==> config.mk <==
export PLATFORM = sky130hd
export DESIGN_NAME = hrs_reset_seq
export DESIGN_NICKNAME = d
export VERILOG_FILES = /design/src/hrs_pkg.sv /design/src/hrs_reset_seq.sv
export SDC_FILE = /design/constraint.sdc
export NUM_CORES = 1
export LEC_CHECK = 0
export ABC_AREA = 1
export BUFFER_PORTS_ARGS = -buffer_cell sky130_fd_sc_hd__buf_2
export CAP_MARGIN = 10
export CORE_ASPECT_RATIO = 1.2
export CORE_MARGIN = 4
export CORE_UTILIZATION = 35
export DETAILED_ROUTE_END_ITERATION = 6
export GPL_TIMING_DRIVEN = 0
export PLACE_DENSITY_LB_ADDON = 0.15
export SYNTH_ARGS = -nofsm -noshare
export SYNTH_HDL_FRONTEND = slang
export SYNTH_SLANG_ARGS = --single-unit
==> constraint.sdc <==
create_clock -name clk_i -period 1.8 [get_ports clk_i]
set_input_delay 0.09 -clock clk_i [delete_from_list [all_inputs] [get_ports clk_i]]
set_output_delay 0.09 -clock clk_i [all_outputs]
set_load 0.03 [all_outputs]
==> src/hrs_pkg.sv <==
// Package for the hardware reset and return strobe sequencer, plus its pin synchroniser.
// Assumes one core clock at 100 MHz; every pin input comes from outside that domain.

// ----------------------------------------------------------------------------
// Shared constants and types
// ----------------------------------------------------------------------------
package hrs_pkg;
  localparam int CLK_MHZ          = 100;
  localparam int RST_LOW_US       = 1;
  localparam int RST_HIGH_US      = 1;
  localparam int RST_CMD_US       = 200;
  // Minimum times round up; whole microseconds at an integer MHz rate are exact.
  localparam int RESET_LOW_WIDTH_CYC         = RST_LOW_US * CLK_MHZ;
  localparam int RESET_HIGH_INTERVAL_CYC     = RST_HIGH_US * CLK_MHZ;
  localparam int RESET_TO_COMMAND_DELAY_CYC  = RST_CMD_US * CLK_MHZ;
  localparam int BUS_CLK_MIN      = 74;
  localparam int DLY_W            = 15;
  localparam int WID_W            = 8;
  localparam int BCNT_W           = 7;

  typedef struct packed {
    logic resp;
    logic rd_data;
    logic crc_status;
  } hrs_strobe_req_t;

  typedef struct packed {
    logic in_reset;
    logic cmd_ready;
    logic short_low;
    logic short_high;
  } hrs_status_t;

  typedef enum logic [1:0] {
    ST_RUN,
    ST_HOLD,
    ST_INIT
  } hrs_state_t;
endpackage

`timescale 1ns/10ps
`default_nettype none

// ----------------------------------------------------------------------------
// Two-flop synchroniser with edge detection on the settled copy
// ----------------------------------------------------------------------------
module hrs_pin_sync
(
  input  wire logic clk_i,
  input  wire logic rst_n_i,
  input  wire logic en_i,
  input  wire logic d_i,
  output logic      q_o,
  output logic      rise_o,
  output logic      fall_o
);
  logic meta_ff;
  logic sync_ff;
  logic last_ff;

  // The first stage feeds only the second; edges are taken from settled stages.
  always_ff @(posedge clk_i or negedge rst_n_i)
  begin
    if (!rst_n_i)
    begin
      meta_ff <= '0;
      sync_ff <= '0;
      last_ff <= '0;
    end
    else if (en_i)
    begin
      meta_ff <= d_i;
      sync_ff <= meta_ff;
      last_ff <= sync_ff;
    end
  end

  assign q_o    = sync_ff;
  assign rise_o = sync_ff & ~last_ff;
  assign fall_o = ~sync_ff & last_ff;
endmodule // hrs_pin_sync

`default_nettype wire

==> src/hrs_reset_seq.sv <==
// Hardware reset sequencer and return strobe gating for a managed flash device.
// Assumes the host drives the reset pin and bus clock; core flags arrive on clk_i.
// Behaviour
// - In the fastest DDR mode every command response is accompanied by a toggling return strobe.
// - Outside that mode the strobe stays idle; in it, read data and CRC status tokens toggle it too.
// - The internal reset sequence starts on the rising edge of the reset line, not its fall.
// - Before the enable setting is loaded after power-on the reset line may be ignored.

`timescale 1ns/10ps
`default_nettype none

module hrs_reset_seq
#(
  parameter int RESET_TO_COMMAND_DELAY_CYC = hrs_pkg::RESET_TO_COMMAND_DELAY_CYC,
  parameter int BUS_CLK_MIN                = hrs_pkg::BUS_CLK_MIN
)
(
  input  wire logic                    clk_i,
  input  wire logic                    arst_n_i,
  input  wire logic                    en_i,
  input  wire logic                    rst_pin_n_i,
  input  wire logic                    bus_clk_i,
  input  wire logic                    rst_pin_enable_i,
  input  wire logic                    cfg_loaded_i,
  input  wire logic                    hs400_i,
  input  wire hrs_pkg::hrs_strobe_req_t strobe_req_i,
  output logic                         dev_reset_o,
  output hrs_pkg::hrs_status_t         status_o,
  output logic                         return_strobe_o,
  output logic                         return_strobe_oe_o
);

  // --------------------------------------------------------------------------
  // Reset release and pin synchronisers
  // --------------------------------------------------------------------------
  localparam logic [hrs_pkg::DLY_W-1:0]  DLY_END  =
    hrs_pkg::DLY_W'(RESET_TO_COMMAND_DELAY_CYC);
  localparam logic [hrs_pkg::BCNT_W-1:0] BCLK_END = hrs_pkg::BCNT_W'(BUS_CLK_MIN);
  localparam logic [hrs_pkg::WID_W-1:0]  LOW_END  =
    hrs_pkg::WID_W'(hrs_pkg::RESET_LOW_WIDTH_CYC);
  localparam logic [hrs_pkg::WID_W-1:0]  HIGH_END =
    hrs_pkg::WID_W'(hrs_pkg::RESET_HIGH_INTERVAL_CYC);

  logic rst_meta_ff;
  logic rst_n_ff;

  always_ff @(posedge clk_i or negedge arst_n_i)
  begin
    if (!arst_n_i)
    begin
      rst_meta_ff <= '0;
      rst_n_ff    <= '0;
    end
    else
    begin
      rst_meta_ff <= 1'b1;
      rst_n_ff    <= rst_meta_ff;
    end
  end

  logic pin_lvl;
  logic pin_rise;
  logic pin_fall;
  logic bclk_lvl;
  logic bclk_rise;

  hrs_pin_sync u_rst_sync
  (
    .clk_i   (clk_i),
    .rst_n_i (rst_n_ff),
    .en_i    (en_i),
    .d_i     (rst_pin_n_i),
    .q_o     (pin_lvl),
    .rise_o  (pin_rise),
    .fall_o  (pin_fall)
  );

  hrs_pin_sync u_bclk_sync
  (
    .clk_i   (clk_i),
    .rst_n_i (rst_n_ff),
    .en_i    (en_i),
    .d_i     (bus_clk_i),
    .q_o     (bclk_lvl),
    .rise_o  (bclk_rise),
    .fall_o  ()
  );

  // --------------------------------------------------------------------------
  // Reset sequence state
  // --------------------------------------------------------------------------
  hrs_pkg::hrs_state_t state_ff;
  hrs_pkg::hrs_state_t nxt_state;
  logic [hrs_pkg::DLY_W-1:0]  dly_cnt_ff;
  logic [hrs_pkg::BCNT_W-1:0] bclk_cnt_ff;
  logic [hrs_pkg::WID_W-1:0]  low_cnt_ff;
  logic [hrs_pkg::WID_W-1:0]  high_cnt_ff;
  logic                       armed;
  logic                       init_done;
  logic                       reset_start;

  // A pin left disabled, or an unloaded setting, must not disturb a running device.
  assign armed       = rst_pin_enable_i & cfg_loaded_i;
  assign init_done   = (dly_cnt_ff >= DLY_END) & (bclk_cnt_ff >= BCLK_END);
  assign reset_start = (state_ff == hrs_pkg::ST_HOLD) & pin_rise;

  always_comb
  begin
    nxt_state = state_ff;
    unique case (state_ff)
      hrs_pkg::ST_RUN:
        if (armed && pin_fall)
          nxt_state = hrs_pkg::ST_HOLD;
      hrs_pkg::ST_HOLD:
        if (pin_rise)
          nxt_state = hrs_pkg::ST_INIT;
        else if (!armed)
          nxt_state = hrs_pkg::ST_RUN;
      hrs_pkg::ST_INIT:
        if (armed && pin_fall)
          nxt_state = hrs_pkg::ST_HOLD;
        else if (init_done)
          nxt_state = hrs_pkg::ST_RUN;
    endcase
  end

  always_ff @(posedge clk_i or negedge rst_n_ff)
  begin
    if (!rst_n_ff)
      state_ff <= hrs_pkg::ST_RUN;
    else if (en_i)
      state_ff <= nxt_state;
  end

  always_ff @(posedge clk_i or negedge rst_n_ff)
  begin
    if (!rst_n_ff)
      dev_reset_o <= '0;
    else if (en_i)
      dev_reset_o <= reset_start;
  end

  // Command delay and bus clock count run from the release edge onward.
  always_ff @(posedge clk_i or negedge rst_n_ff)
  begin
    if (!rst_n_ff)
    begin
      dly_cnt_ff  <= '0;
      bclk_cnt_ff <= '0;
    end
    else if (en_i)
    begin
      if (state_ff != hrs_pkg::ST_INIT)
      begin
        dly_cnt_ff  <= '0;
        bclk_cnt_ff <= '0;
      end
      else
      begin
        if (dly_cnt_ff < DLY_END)
          dly_cnt_ff <= dly_cnt_ff + 1'b1;
        if (bclk_rise && bclk_cnt_ff < BCLK_END)
          bclk_cnt_ff <= bclk_cnt_ff + 1'b1;
      end
    end
  end

  // --------------------------------------------------------------------------
  // Pulse width watch
  // --------------------------------------------------------------------------
  logic seen_ff;
  logic short_low_ff;
  logic short_high_ff;

  always_ff @(posedge clk_i or negedge rst_n_ff)
  begin
    if (!rst_n_ff)
    begin
      low_cnt_ff  <= '0;
      high_cnt_ff <= '0;
    end
    else if (en_i)
    begin
      if (state_ff != hrs_pkg::ST_HOLD)
        low_cnt_ff <= '0;
      else if (low_cnt_ff < LOW_END)
        low_cnt_ff <= low_cnt_ff + 1'b1;
      if (pin_rise)
        high_cnt_ff <= '0;
      else if (pin_lvl && high_cnt_ff < HIGH_END)
        high_cnt_ff <= high_cnt_ff + 1'b1;
    end
  end

  // These flags only report host faults; the sequence is still honoured.
  always_ff @(posedge clk_i or negedge rst_n_ff)
  begin
    if (!rst_n_ff)
    begin
      seen_ff       <= '0;
      short_low_ff  <= '0;
      short_high_ff <= '0;
    end
    else if (en_i)
    begin
      if (reset_start)
        seen_ff <= 1'b1;
      if (reset_start && low_cnt_ff < LOW_END)
        short_low_ff <= 1'b1;
      if (armed && pin_fall && seen_ff && high_cnt_ff < HIGH_END)
        short_high_ff <= 1'b1;
    end
  end

  assign status_o.in_reset   = (state_ff != hrs_pkg::ST_RUN);
  assign status_o.cmd_ready  = (state_ff == hrs_pkg::ST_RUN);
  assign status_o.short_low  = short_low_ff;
  assign status_o.short_high = short_high_ff;

  // --------------------------------------------------------------------------
  // Return strobe
  // --------------------------------------------------------------------------
  logic strobe_act;

  // The strobe copies the sampled bus clock through one more register, so its edges trail the pin by the sync delay plus one cycle.
  assign strobe_act = hs400_i & (state_ff == hrs_pkg::ST_RUN) &
                      (strobe_req_i.resp | strobe_req_i.rd_data | strobe_req_i.crc_status);

  always_ff @(posedge clk_i or negedge rst_n_ff)
  begin
    if (!rst_n_ff)
    begin
      return_strobe_o    <= '0;
      return_strobe_oe_o <= '0;
    end
    else if (en_i)
    begin
      return_strobe_oe_o <= strobe_act;
      return_strobe_o    <= strobe_act & bclk_lvl;
    end
  end
endmodule // hrs_reset_seq

`default_nettype wire

==> results of run 1 <==
==> worst min-delay path: cells and delay by family <==
family	cells	cell delay (ps)
buffers and inverters	1	100
AND/OR/NAND/NOR	2	170
==> metrics by stage <==
stage | worst slack (ps) | total power, mW | instances | util (%) | hold slack (ps)
global route | 43.0 | 3.33 | 569 | 40.5 | 77.5
floorplan | 185 | 2.06 | 423 | - | -206
finish | 188 | 3.09 | 569 | 40.5 | 63.5
global placement | -612 | 2.27 | 557 | 38.6 | -125
CTS | 77.6 | 3.15 | 569 | 40.5 | 49.7
detailed placement | 100 | 2.29 | 558 | 38.8 | -122
==> path summary, 6_finish.rpt <==
kind,from,endpoint,slack (ps),cells past startpoint
setup / recovery,dly_cnt_ff[0]$_DFFE_PN0P_,dly_cnt_ff[8]$_DFFE_PN0P_,190,8
hold / removal,en_i,u_rst_sync.last_ff$_DFFE_PN0P_,60,3
setup reg to reg,dly_cnt_ff[0]$_DFFE_PN0P_,dly_cnt_ff[8]$_DFFE_PN0P_,190,8
hold reg to reg,rst_n_ff$_DFF_PN0_,short_low_ff$_DFFE_PN0P_,210,0
max in group asynchronous,rst_n_ff$_DFF_PN0_,dly_cnt_ff[12]$_DFFE_PN0P_,1060,1
min in group asynchronous,arst_n_i,rst_n_ff$_DFF_PN0_,90,2
==> timing repair <==
item | in CTS | in global routing
endpoints found under the setup margin | 0 | 10
hold buffers | 3 | 0
gates resized for setup | 0 | 3
hold endpoints to repair | 4 | 0
setup buffers | 0 | 0
==> kinds of logic (layout without fill, tap and decap cells) <==
family	after synthesis	in the layout	synth area share (%)
XOR/XNOR	14	14	3.99
other	1	1	0.122
flip-flops	54	54	44.0
AND/OR/NAND/NOR	255	255	34.3
adder cells (fa/ha/maj)	9	9	3.66
AO/OA/AOI/OAI	39	39	6.92
buffers and inverters	51	80	7.08
==> sequential cells by signal, summed over array words and instances (netlist names), 2 cells and up <==
register / flops
high_cnt_ff: 8
dly_cnt_ff: 15
low_cnt_ff: 8
bclk_cnt_ff: 7
state_ff: 2
==> synthesized netlist by cell type <==
library cell    n
xnor2_1         2
conb_1          1
nand4_1         9
buf_4           2
xor2_1         12
clkbuf_1        2
inv_1          41
nor3_1          2
dfrtp_1        54
ha_1            9
nor2_1         48
nand2_1       155
o21bai_1        5
nand2_2         1
o21ai_0        23
nand3b_1        1
buf_6           2
clkinv_1        1
or2_2           2
o21ai_1         5
nand3_2         1
nand2_4         1
o31ai_1         2
nand3_1        34
nor3b_1         1
buf_2           3
a21oi_1         4
==> layer usage <==
metal / vias up / global-route usage, %
met4: 0 / 4.43
met1: 1192 / 18.8
met5: - / 0
li1: 1388 / -
met2: 34 / 24.0
met3: 6 / 2.65
==> power by group <==
| part | internal, mW | switching (mW) |
|---|---|---|
| sequential | 1.35 | 0.126 |
| combinational | 0.272 | 0.510 |
| clock | 0.411 | 0.418 |
==> final cells by class <==
cell class / count / area [um2] / share of cell area [%]
multi-input cells: 318 / 1510 / 43.5
flip-flops and latches: 54 / 1350 / 39.0
inverters: 42 / 158 / 4.54
well taps: 117 / 146 / 4.22
repair buffers: 21 / 135 / 3.89
clock buffers: 5 / 68.8 / 1.98
plain buffers: 9 / 61.3 / 1.77
clock inverters: 3 / 40.0 / 1.15
==> metrics.md, run 1 <==
| Metric | Value |
|---|---|
| Status | `completed` |
| Max Freq | `0.620 GHz` |
| Row cnt | `37` |
| CTS Buf Count | `5` |
| DRC violations left | `0` |
| CP top delay family | `simple AND/OR/NAND/NOR gates` |
| Die area | `10400 um2` |
| CTS tree | `built` |
| HPWL after detailed placement | `4.83 mm` |
| Most frequent CP cell | `nand2_1` |
| TNS Setup | `0 ps` |
| Most common cell after layout, fill and taps aside | `nand2_1` |
| Antenna-violating nets left | `0` |
| RSZ-0062 raised after global routing | `false` |
| Largest net degree at the start of global routing | `36` |
| MaxCap Viol Count | `0` |
| Tightest Hold Check Type | `in -> reg` |
| Post-DP Area | `3330 um2` |
| Synth area leaders | `dfrtp_1 (44%), nand2_1 (19%), nor2_1 (5.9%), nand3_1 (5.5%), inv_1 (5.0%)` |
| Leak | `1.69 nW` |
| Die height | `111 um` |
| Synth Instances | `423` |
| Gr ovfl total | `0` |
| CP Capture Type | `flop` |
| CP bufs+invs | `1` |
| Cell variety after synth | `27` |
| Number of nets in the layout | `471` |
| Most frequent cells in the layout | `nand2_1 (155), dfrtp_1 (53), nor2_1 (48)` |
| Crit share post-route | `89.6%` |
| Initial Util | `35.9%` |
| Filler Cell Count | `870` |
| H-Tree Depth | `2` |
| Total routed wirelength | `6.72 mm` |
| DRT met1 WL | `3.14 mm` |
| # clock sinks | `54` |
| Mapped cell area | `3070 um2` |
| DR top layer | `met4` |
| Vias in the first global route | `2583` |
| Met3 wire len | `210 um` |
| Antenna violations before repair | `0` |
| Synthesized area per cell | `7.27 um2` |
| Detailed Route Iter0 Violations | `116` |
| Met2 wire len | `3.31 mm` |
| Longest Clk Path Bufs | `2` |
| Routability Congestion | `0.809` |
| Top Ports | `18` |
| First-pass GRT wire length | `12.1 mm` |
| Via count | `2620` |
| Clk root buf | `clkbuf_8` |
| Max rail drop VDD | `0.532 mV` |
| Pwr/cell area | `890 nW/um2` |
| Drt pass-1 iters | `4` |
| # diodes | `0` |
| CP Data Arrival Time | `1870 ps` |
| Core area | `8560 um2` |
| DIE WIDTH | `93.6 um` |
| Routed len/inst | `11.8 um` |
| P&R area growth vs syn | `12.9%` |
| Seq cells post-synth | `54` |
| Final Max Slew Viols | `0` |
| I/O Buffers | `17` |
| CTS clk-pin slew, worst paths | `100 ps` |
| Worst setup SP type | `flop` |
| CP max stage delay | `460 ps` |
| # setup viols final | `0` |
| Final hold violations | `0` |
| Tmin final | `1610 ps` |
| Worst EP required | `2050 ps` |
| Via density | `4.60` |
| Share of layout cells above drive strength 1 | `9.07%` |
| Worst path slowest cell | `dfrtp_1` |
| Later-pin clock latency in the skew report | `310 ps` |
| CP cell instances | `ha_1 > inv_1 > nor2_1 > nand2_1 > xor2_1 > nor2_1 > nand2_1 > nand2_1` |
| Sequential fraction of the synthesis area | `44.0%` |
| Post-synthesis net count | `443` |
| Yosys warning total | `0` |
| Post-synth top area cell | `dfrtp_1` |
| WS Path Type | `reg -> reg` |
| Cell area after layout | `3470 um2` |
| Post-synth top area share | `44.0%` |
| Tot GR Track Use | `14.4%` |
| Crit path max fanout | `6` |
| Worst Skew | `8.70 ps` |
No activity file was read; power rests on OpenSTA's default activity.
==> run 2, diff against run 1 <==
--- a/config.mk
+++ b/config.mk
@@ -14,6 +14,7 @@
 export DETAILED_ROUTE_END_ITERATION = 6
 export GPL_TIMING_DRIVEN = 0
 export PLACE_DENSITY_LB_ADDON = 0.15
+export SETUP_SLACK_MARGIN = 0.2
 export SYNTH_ARGS = -nofsm -noshare
 export SYNTH_HDL_FRONTEND = slang
 export SYNTH_SLANG_ARGS = --single-unit
==> metrics.md, run 2 (synthesis results as in run 1) <==
| Metric | Value |
|---|---|
| Clk root buf | `clkbuf_8 (unchanged)` |
| HPWL after detailed placement | `4.81 mm (was 4.83 mm)` |
| Leak | `1.67 nW (was 1.69 nW)` |
| CP Data Arrival Time | `1730 ps (was 1870 ps)` |
| Worst EP required | `2050 ps (about the same)` |
| Crit share post-route | `81.9% (was 89.6%)` |
| Pwr/cell area | `858 nW/um2 (was 890 nW/um2)` |
| Vias in the first global route | `2594 (was 2583)` |
| CTS tree | `built (unchanged)` |
| Tot GR Track Use | `14.0% (was 14.4%)` |
| Most frequent cells in the layout | `nand2_1 (153), dfrtp_1 (51), nor2_1 (46) (was nand2_1 (155), dfrtp_1 (53), nor2_1 (48))` |
| Detailed Route Iter0 Violations | `73 (was 116)` |
| Final Max Slew Viols | `0 (unchanged)` |
| Most flops, register | `dly_cnt_ff (unchanged)` |
| Share of layout cells above drive strength 1 | `10.6% (was 9.07%)` |
| # clock sinks | `54 (unchanged)` |
| Routability Congestion | `0.885 (was 0.809)` |
| Tightest Hold Check Type | `in -> async (was in -> reg)` |
| Antenna violations before repair | `0 (unchanged)` |
| MaxCap Viol Count | `0 (unchanged)` |
| Crit path max fanout | `10 (was 6)` |
| Tmin final | `1470 ps (was 1610 ps)` |
| Drt pass-1 iters | `4 (unchanged)` |
| First-pass GRT wire length | `11.9 mm (was 12.1 mm)` |
| # diodes | `0 (unchanged)` |
| CP startpoint | `state_ff[0]$_DFFE_PN0P_ (was dly_cnt_ff[0]$_DFFE_PN0P_)` |
| Final hold violations | `0 (unchanged)` |
| Top Ports | `18 (unchanged)` |
| Antenna-violating nets left | `0 (unchanged)` |
| Worst Skew | `9.75 ps (was 8.70 ps)` |
| P&R area growth vs syn | `12.8% (was 12.9%)` |
| Internal reg-to-reg setup slack | `330 ps (was 190 ps)` |
| Gr ovfl total | `0 (unchanged)` |
| Via count | `2637 (was 2620)` |
| Max rail drop VDD | `0.617 mV (was 0.532 mV)` |
| TNS Setup | `0 ps (unchanged)` |
| # setup viols final | `0 (unchanged)` |
| Initial Util | `35.9% (unchanged)` |
| Final hold slack | `71.4 ps (was 63.5 ps)` |
| Die height | `111 um (unchanged)` |
| Later-pin clock latency in the skew report | `310 ps (about the same)` |
| Pre-CTS WS | `114 ps (was 100 ps)` |
| Core area | `8560 um2 (unchanged)` |
| Most common cell after layout, fill and taps aside | `nand2_1 (unchanged)` |
| Number of nets in the layout | `472 (was 471)` |
| Total routed wirelength | `6.78 mm (was 6.72 mm)` |
| Setup WS post-layout | `326 ps (was 188 ps)` |
| DIE WIDTH | `93.6 um (unchanged)` |
| Longest Clk Path Bufs | `2 (unchanged)` |
| Largest regs | `dly_cnt_ff: 15 flops, high_cnt_ff: 8 flops, low_cnt_ff: 8 flops (unchanged)` |
| Reg-to-reg startpoint | `state_ff[0]$_DFFE_PN0P_ (was dly_cnt_ff[0]$_DFFE_PN0P_)` |
| I/O Buffers | `17 (unchanged)` |
| CTS clk-pin slew, worst paths | `100 ps (about the same)` |
| RSZ-0062 raised after global routing | `true (was false)` |
| H-Tree Depth | `2 (unchanged)` |
| Routed len/inst | `11.9 um (was 11.8 um)` |
| Die area | `10400 um2 (unchanged)` |
| Max FFs per register | `15 (unchanged)` |
| CTS Buf Count | `5 (unchanged)` |
| DRC violations left | `0 (unchanged)` |
| Via density | `4.63 (was 4.60)` |
| WS Path Type | `reg -> reg (unchanged)` |
| Row cnt | `37 (unchanged)` |
| CP Capture Type | `flop (unchanged)` |
| Largest net degree at the start of global routing | `53 (was 36)` |
| Worst setup SP type | `flop (unchanged)` |
| Max Freq | `0.679 GHz (was 0.620 GHz)` |
| Status | `completed (unchanged)` |
-- run 2: cell type report --
class / instances / area, um2
fill: 884 / 5100
multi-input combinational: 318 / 1520
sequential: 54 / 1360
inverter: 42 / 160
tap: 117 / 146
timing repair buffer: 22 / 143
clock buffer: 7 / 76.3
buffer: 9 / 63.8
-- run 2: where the power goes --
| group | leakage, nW | switching (mW) | internal, mW | total, mW |
|---|---|---|---|---|
| sequential | 0.713 | 0.132 | 1.35 | 1.48 |
| combinational | 0.918 | 0.523 | 0.289 | 0.812 |
| clock | 0.0383 | 0.408 | 0.270 | 0.678 |
-- run 2: path summary, 6_finish.rpt --
check                      depth (start not counted)                             end
setup / recovery                                   7         state_ff[0]$_DFFE_PN0P_
hold / removal                                     2              rst_n_ff$_DFF_PN0_
setup reg to reg                                   7         state_ff[0]$_DFFE_PN0P_
hold reg to reg                                    0       dly_cnt_ff[8]$_DFFE_PN0P_
max in group asynchronous                          1         dev_reset_o$_DFFE_PN0P_
min in group clk_i                                 3  u_rst_sync.last_ff$_DFFE_PN0P_
-- run 2: layer usage --
layer  routed length (um)  track usage [%]  part of all wire [%]  up-vias
li1                     -                -                     -     1385
met1                 3290             18.2                    49     1199
met2                 3150             23.1                    47       39
met3                  180             2.65                   2.7       14
met4                  152             5.11                   2.2        0
met5                    0                0                     0        -
-- run 2: worst max-delay path: stages, from the launching register on --
cell and delay, ps:
dfrtp_1 410, inv_1 90, ha_2 280, inv_1 100, clkbuf_2 210, a21oi_1 180
nand3_1 80, nand2_1 70
-- run 2: repair_timing --
action                                  CTS  global route
setup buffers                             0             1
cloned                                    0             0
endpoints found under the hold margin     4             0
endpoints found under the setup margin   10            23
hold buffers                              3             0
pin swaps                                 0             1
resized for setup                         1            12
-- run 2: through the flow --
step / total power [mW] / std cells / cell area (um2) / utilization (%)
2_1_floorplan: 2.06 / 423 / 3080 / -
3_3_place_gp: 2.28 / 557 / 3310 / 38.6
3_5_place_dp: 2.29 / 557 / 3310 / 38.6
4_1_cts: 2.99 / 567 / 3410 / 39.9
5_1_grt: 3.19 / 569 / 3470 / 40.5
6_report: 2.97 / 569 / 3470 / 40.5
==> run 3, diff against run 2 <==
==> constraint.sdc (replaced) <==
create_clock -name clk_i -period 1.43 [get_ports clk_i]
set_input_delay 0.0715 -clock clk_i [delete_from_list [all_inputs] [get_ports clk_i]]
set_output_delay 0.0715 -clock clk_i [all_outputs]
set_load 0.03 [all_outputs]
==> metrics.md, run 3 (synthesis results as in run 1) <==
| Metric | Value |
|---|---|
| HPWL after detailed placement | `4.71 mm (was 4.81 mm)` |
| Largest regs | `dly_cnt_ff: 15 flops, high_cnt_ff: 8 flops, low_cnt_ff: 8 flops (unchanged)` |
| Worst slew margin | `53.2%` |
| Die area | `10400 um2 (unchanged)` |
| Antenna violations before repair | `0 (unchanged)` |
| Row cnt | `37 (unchanged)` |
| CP Data Arrival Time | `1560 ps (was 1730 ps)` |
| Tot GR Track Use | `15.1% (was 14.0%)` |
| Final Max Slew Viols | `0 (unchanged)` |
| CTS Buf Count | `5 (unchanged)` |
| DIE WIDTH | `93.6 um (unchanged)` |
| CP cell instances | `nor2_1 > nand2_1 > nand2_1 > nand2_2 > nand3_4 > nand2_8 > buf_16 > nand2_1 > o21ai_1 (was inv_1 > ha_2 > inv_1 > clkbuf_2 > a21oi_1 > nand3_1 > nand2_1)` |
| Worst Skew | `14.7 ps (was 9.75 ps)` |
| Antenna-violating nets left | `0 (unchanged)` |
| FF/Latch Area | `1370 um2 (was 1360 um2)` |
| Most frequent CP cell | `nand2_1 (was inv_1)` |
| Cell area after layout | `4390 um2 (was 3470 um2)` |
| CP Capture Type | `flop (unchanged)` |
| Max Freq | `0.741 GHz (was 0.679 GHz)` |
| Max FFs per register | `15 (unchanged)` |
| Post-DP Area | `3380 um2 (was 3310 um2)` |
| Via density | `4.69 (was 4.63)` |
| Status | `completed (unchanged)` |
| Detailed Route Iter0 Violations | `75 (was 73)` |
| Number of nets in the layout | `531 (was 472)` |
| Vias in the first global route | `2814 (was 2594)` |
| Multi-input combinational cell area | `1840 um2 (was 1520 um2)` |
| H-Tree Depth | `2 (unchanged)` |
| CP max stage delay | `420 ps (was 410 ps)` |
| Largest net degree at the start of global routing | `30 (was 53)` |
| Most flops, register | `dly_cnt_ff (unchanged)` |
| DRC violations left | `0 (unchanged)` |
| Most common cell after layout, fill and taps aside | `nand2_1 (unchanged)` |
| I/O Buffers | `17 (unchanged)` |
| Crit share post-route | `94.3% (was 81.9%)` |
| Crit path max fanout | `8 (was 10)` |
| Filler Cell Count | `808 (was 884)` |
| RSZ-0062 raised after global routing | `true (unchanged)` |
| Core area | `8560 um2 (unchanged)` |
| Pwr/cell area | `1060 nW/um2 (was 858 nW/um2)` |
| CTS tree | `built (unchanged)` |
| Worst path slowest cell | `dfrtp_1 (unchanged)` |
| # diodes | `0 (unchanged)` |
| Most frequent cells in the layout | `nand2_1 (124), buf_4 (50), dfrtp_1 (43) (was nand2_1 (153), dfrtp_1 (51), nor2_1 (46))` |
| # setup viols final | `0 (unchanged)` |
| Drt pass-1 iters | `4 (unchanged)` |
| Clk root buf | `clkbuf_8 (unchanged)` |
| # clock sinks | `54 (unchanged)` |
| Slew @ Worst Pin | `701 ps` |
| MaxCap Viol Count | `0 (unchanged)` |
| Initial Util | `35.9% (unchanged)` |
| Final hold slack | `40.6 ps (was 71.4 ps)` |
| Tightest Hold Check Type | `in -> reg (was in -> async)` |
| Tmin final | `1350 ps (was 1470 ps)` |
| Routability Congestion | `0.831 (was 0.885)` |
| Final hold violations | `0 (unchanged)` |
| Worst EP required | `1640 ps (was 2050 ps)` |
| Later-pin clock latency in the skew report | `310 ps (about the same)` |
| Share of layout cells above drive strength 1 | `35.4% (was 10.6%)` |
| Max rail drop VDD | `0.708 mV (was 0.617 mV)` |
| Via count | `2950 (was 2637)` |
| Total routed wirelength | `7.86 mm (was 6.78 mm)` |
| CTS clk-pin slew, worst paths | `110 ps (was 100 ps)` |
| Leak | `2.11 nW (was 1.67 nW)` |
| Worst setup SP type | `flop (unchanged)` |
| Top Ports | `18 (unchanged)` |
| WS Path Type | `reg -> reg (unchanged)` |
| Longest Clk Path Bufs | `2 (unchanged)` |
| Gr ovfl total | `0 (unchanged)` |
| First-pass GRT wire length | `12.9 mm (was 11.9 mm)` |
| TNS Setup | `0 ps (unchanged)` |
| Die height | `111 um (unchanged)` |
| Tot Pwr | `4.65 mW (was 2.97 mW)` |
| Routed len/inst | `12.5 um (was 11.9 um)` |
| P&R area growth vs syn | `42.7% (was 12.8%)` |
==> run 3: where the power goes <==
| group | total, mW | internal [mW] | leakage, nW | switching, mW |
|---|---|---|---|---|
| Clock | 1.04 | 0.517 | 0.0579 | 0.528 |
| Combinational | 1.71 | 0.824 | 1.35 | 0.887 |
| Sequential | 1.90 | 1.71 | 0.700 | 0.191 |
| Total | 4.65 | 3.05 | 2.11 | 1.61 |
==> run 3: layer usage <==
layer,global-route usage (%),up-vias,part of all wire (%)
met1,19.3,1398,44
met3,2.44,14,1.7
li1,-,1509,-
met4,3.18,0,1.4
met5,0,-,0
met2,26.7,29,52
==> run 3: stage by stage <==
step,instances,utilization [%],setup slack (ps)
5_1_grt,629,51.2,-22.3
2_1_floorplan,423,-,159
3_3_place_gp,557,39.2,-74.5
3_5_place_dp,558,39.5,-81.6
4_1_cts,612,47.8,129
6_report,629,51.2,80.9
==> run 3: cell type report <==
class / instances / area share (%)
inverter: 42 / 3.88
clock buffer: 5 / 1.57
sequential: 54 / 31.1
timing repair buffer: 80 / 15.3
buffer: 9 / 2.05
tap: 117 / 3.34
clock inverter: 3 / 0.912
multi-input combinational: 319 / 41.9
==> run 3: critical path: cells and delay by family, from the launching register on <==
kind                   cells  cell delay (ps)
buffers and inverters      1              170
AO/OA/AOI/OAI              1               60
flip-flops                 1              420
AND/OR/NAND/NOR            7              600
==> run 3: repair_timing <==
action / CTS / global route
gates resized for setup: 76 / 52
buffers inserted: 40 / 16
cloned: 3 / 1
hold endpoints to repair: 4 / 0
hold buffers: 3 / 0
pin swaps: 16 / 15
endpoints found under the setup margin: 45 / 45
==> run 3: path summary, 6_finish.rpt <==
path	from	end	slack [ps]	cells past startpoint
max in group asynchronous	rst_n_ff$_DFF_PN0_	high_cnt_ff[2]$_DFFE_PN0P_	500	1
setup reg to reg	dly_cnt_ff[7]$_DFFE_PN0P_	dly_cnt_ff[5]$_DFFE_PN0P_	80	9
min in group asynchronous	arst_n_i	rst_n_ff$_DFF_PN0_	60	2
hold reg to reg	rst_n_ff$_DFF_PN0_	bclk_cnt_ff[1]$_DFFE_PN0P_	330	0
setup / recovery	dly_cnt_ff[7]$_DFFE_PN0P_	dly_cnt_ff[5]$_DFFE_PN0P_	80	9
hold / removal	hs400_i	return_strobe_o$_DFFE_PN0P_	40	3
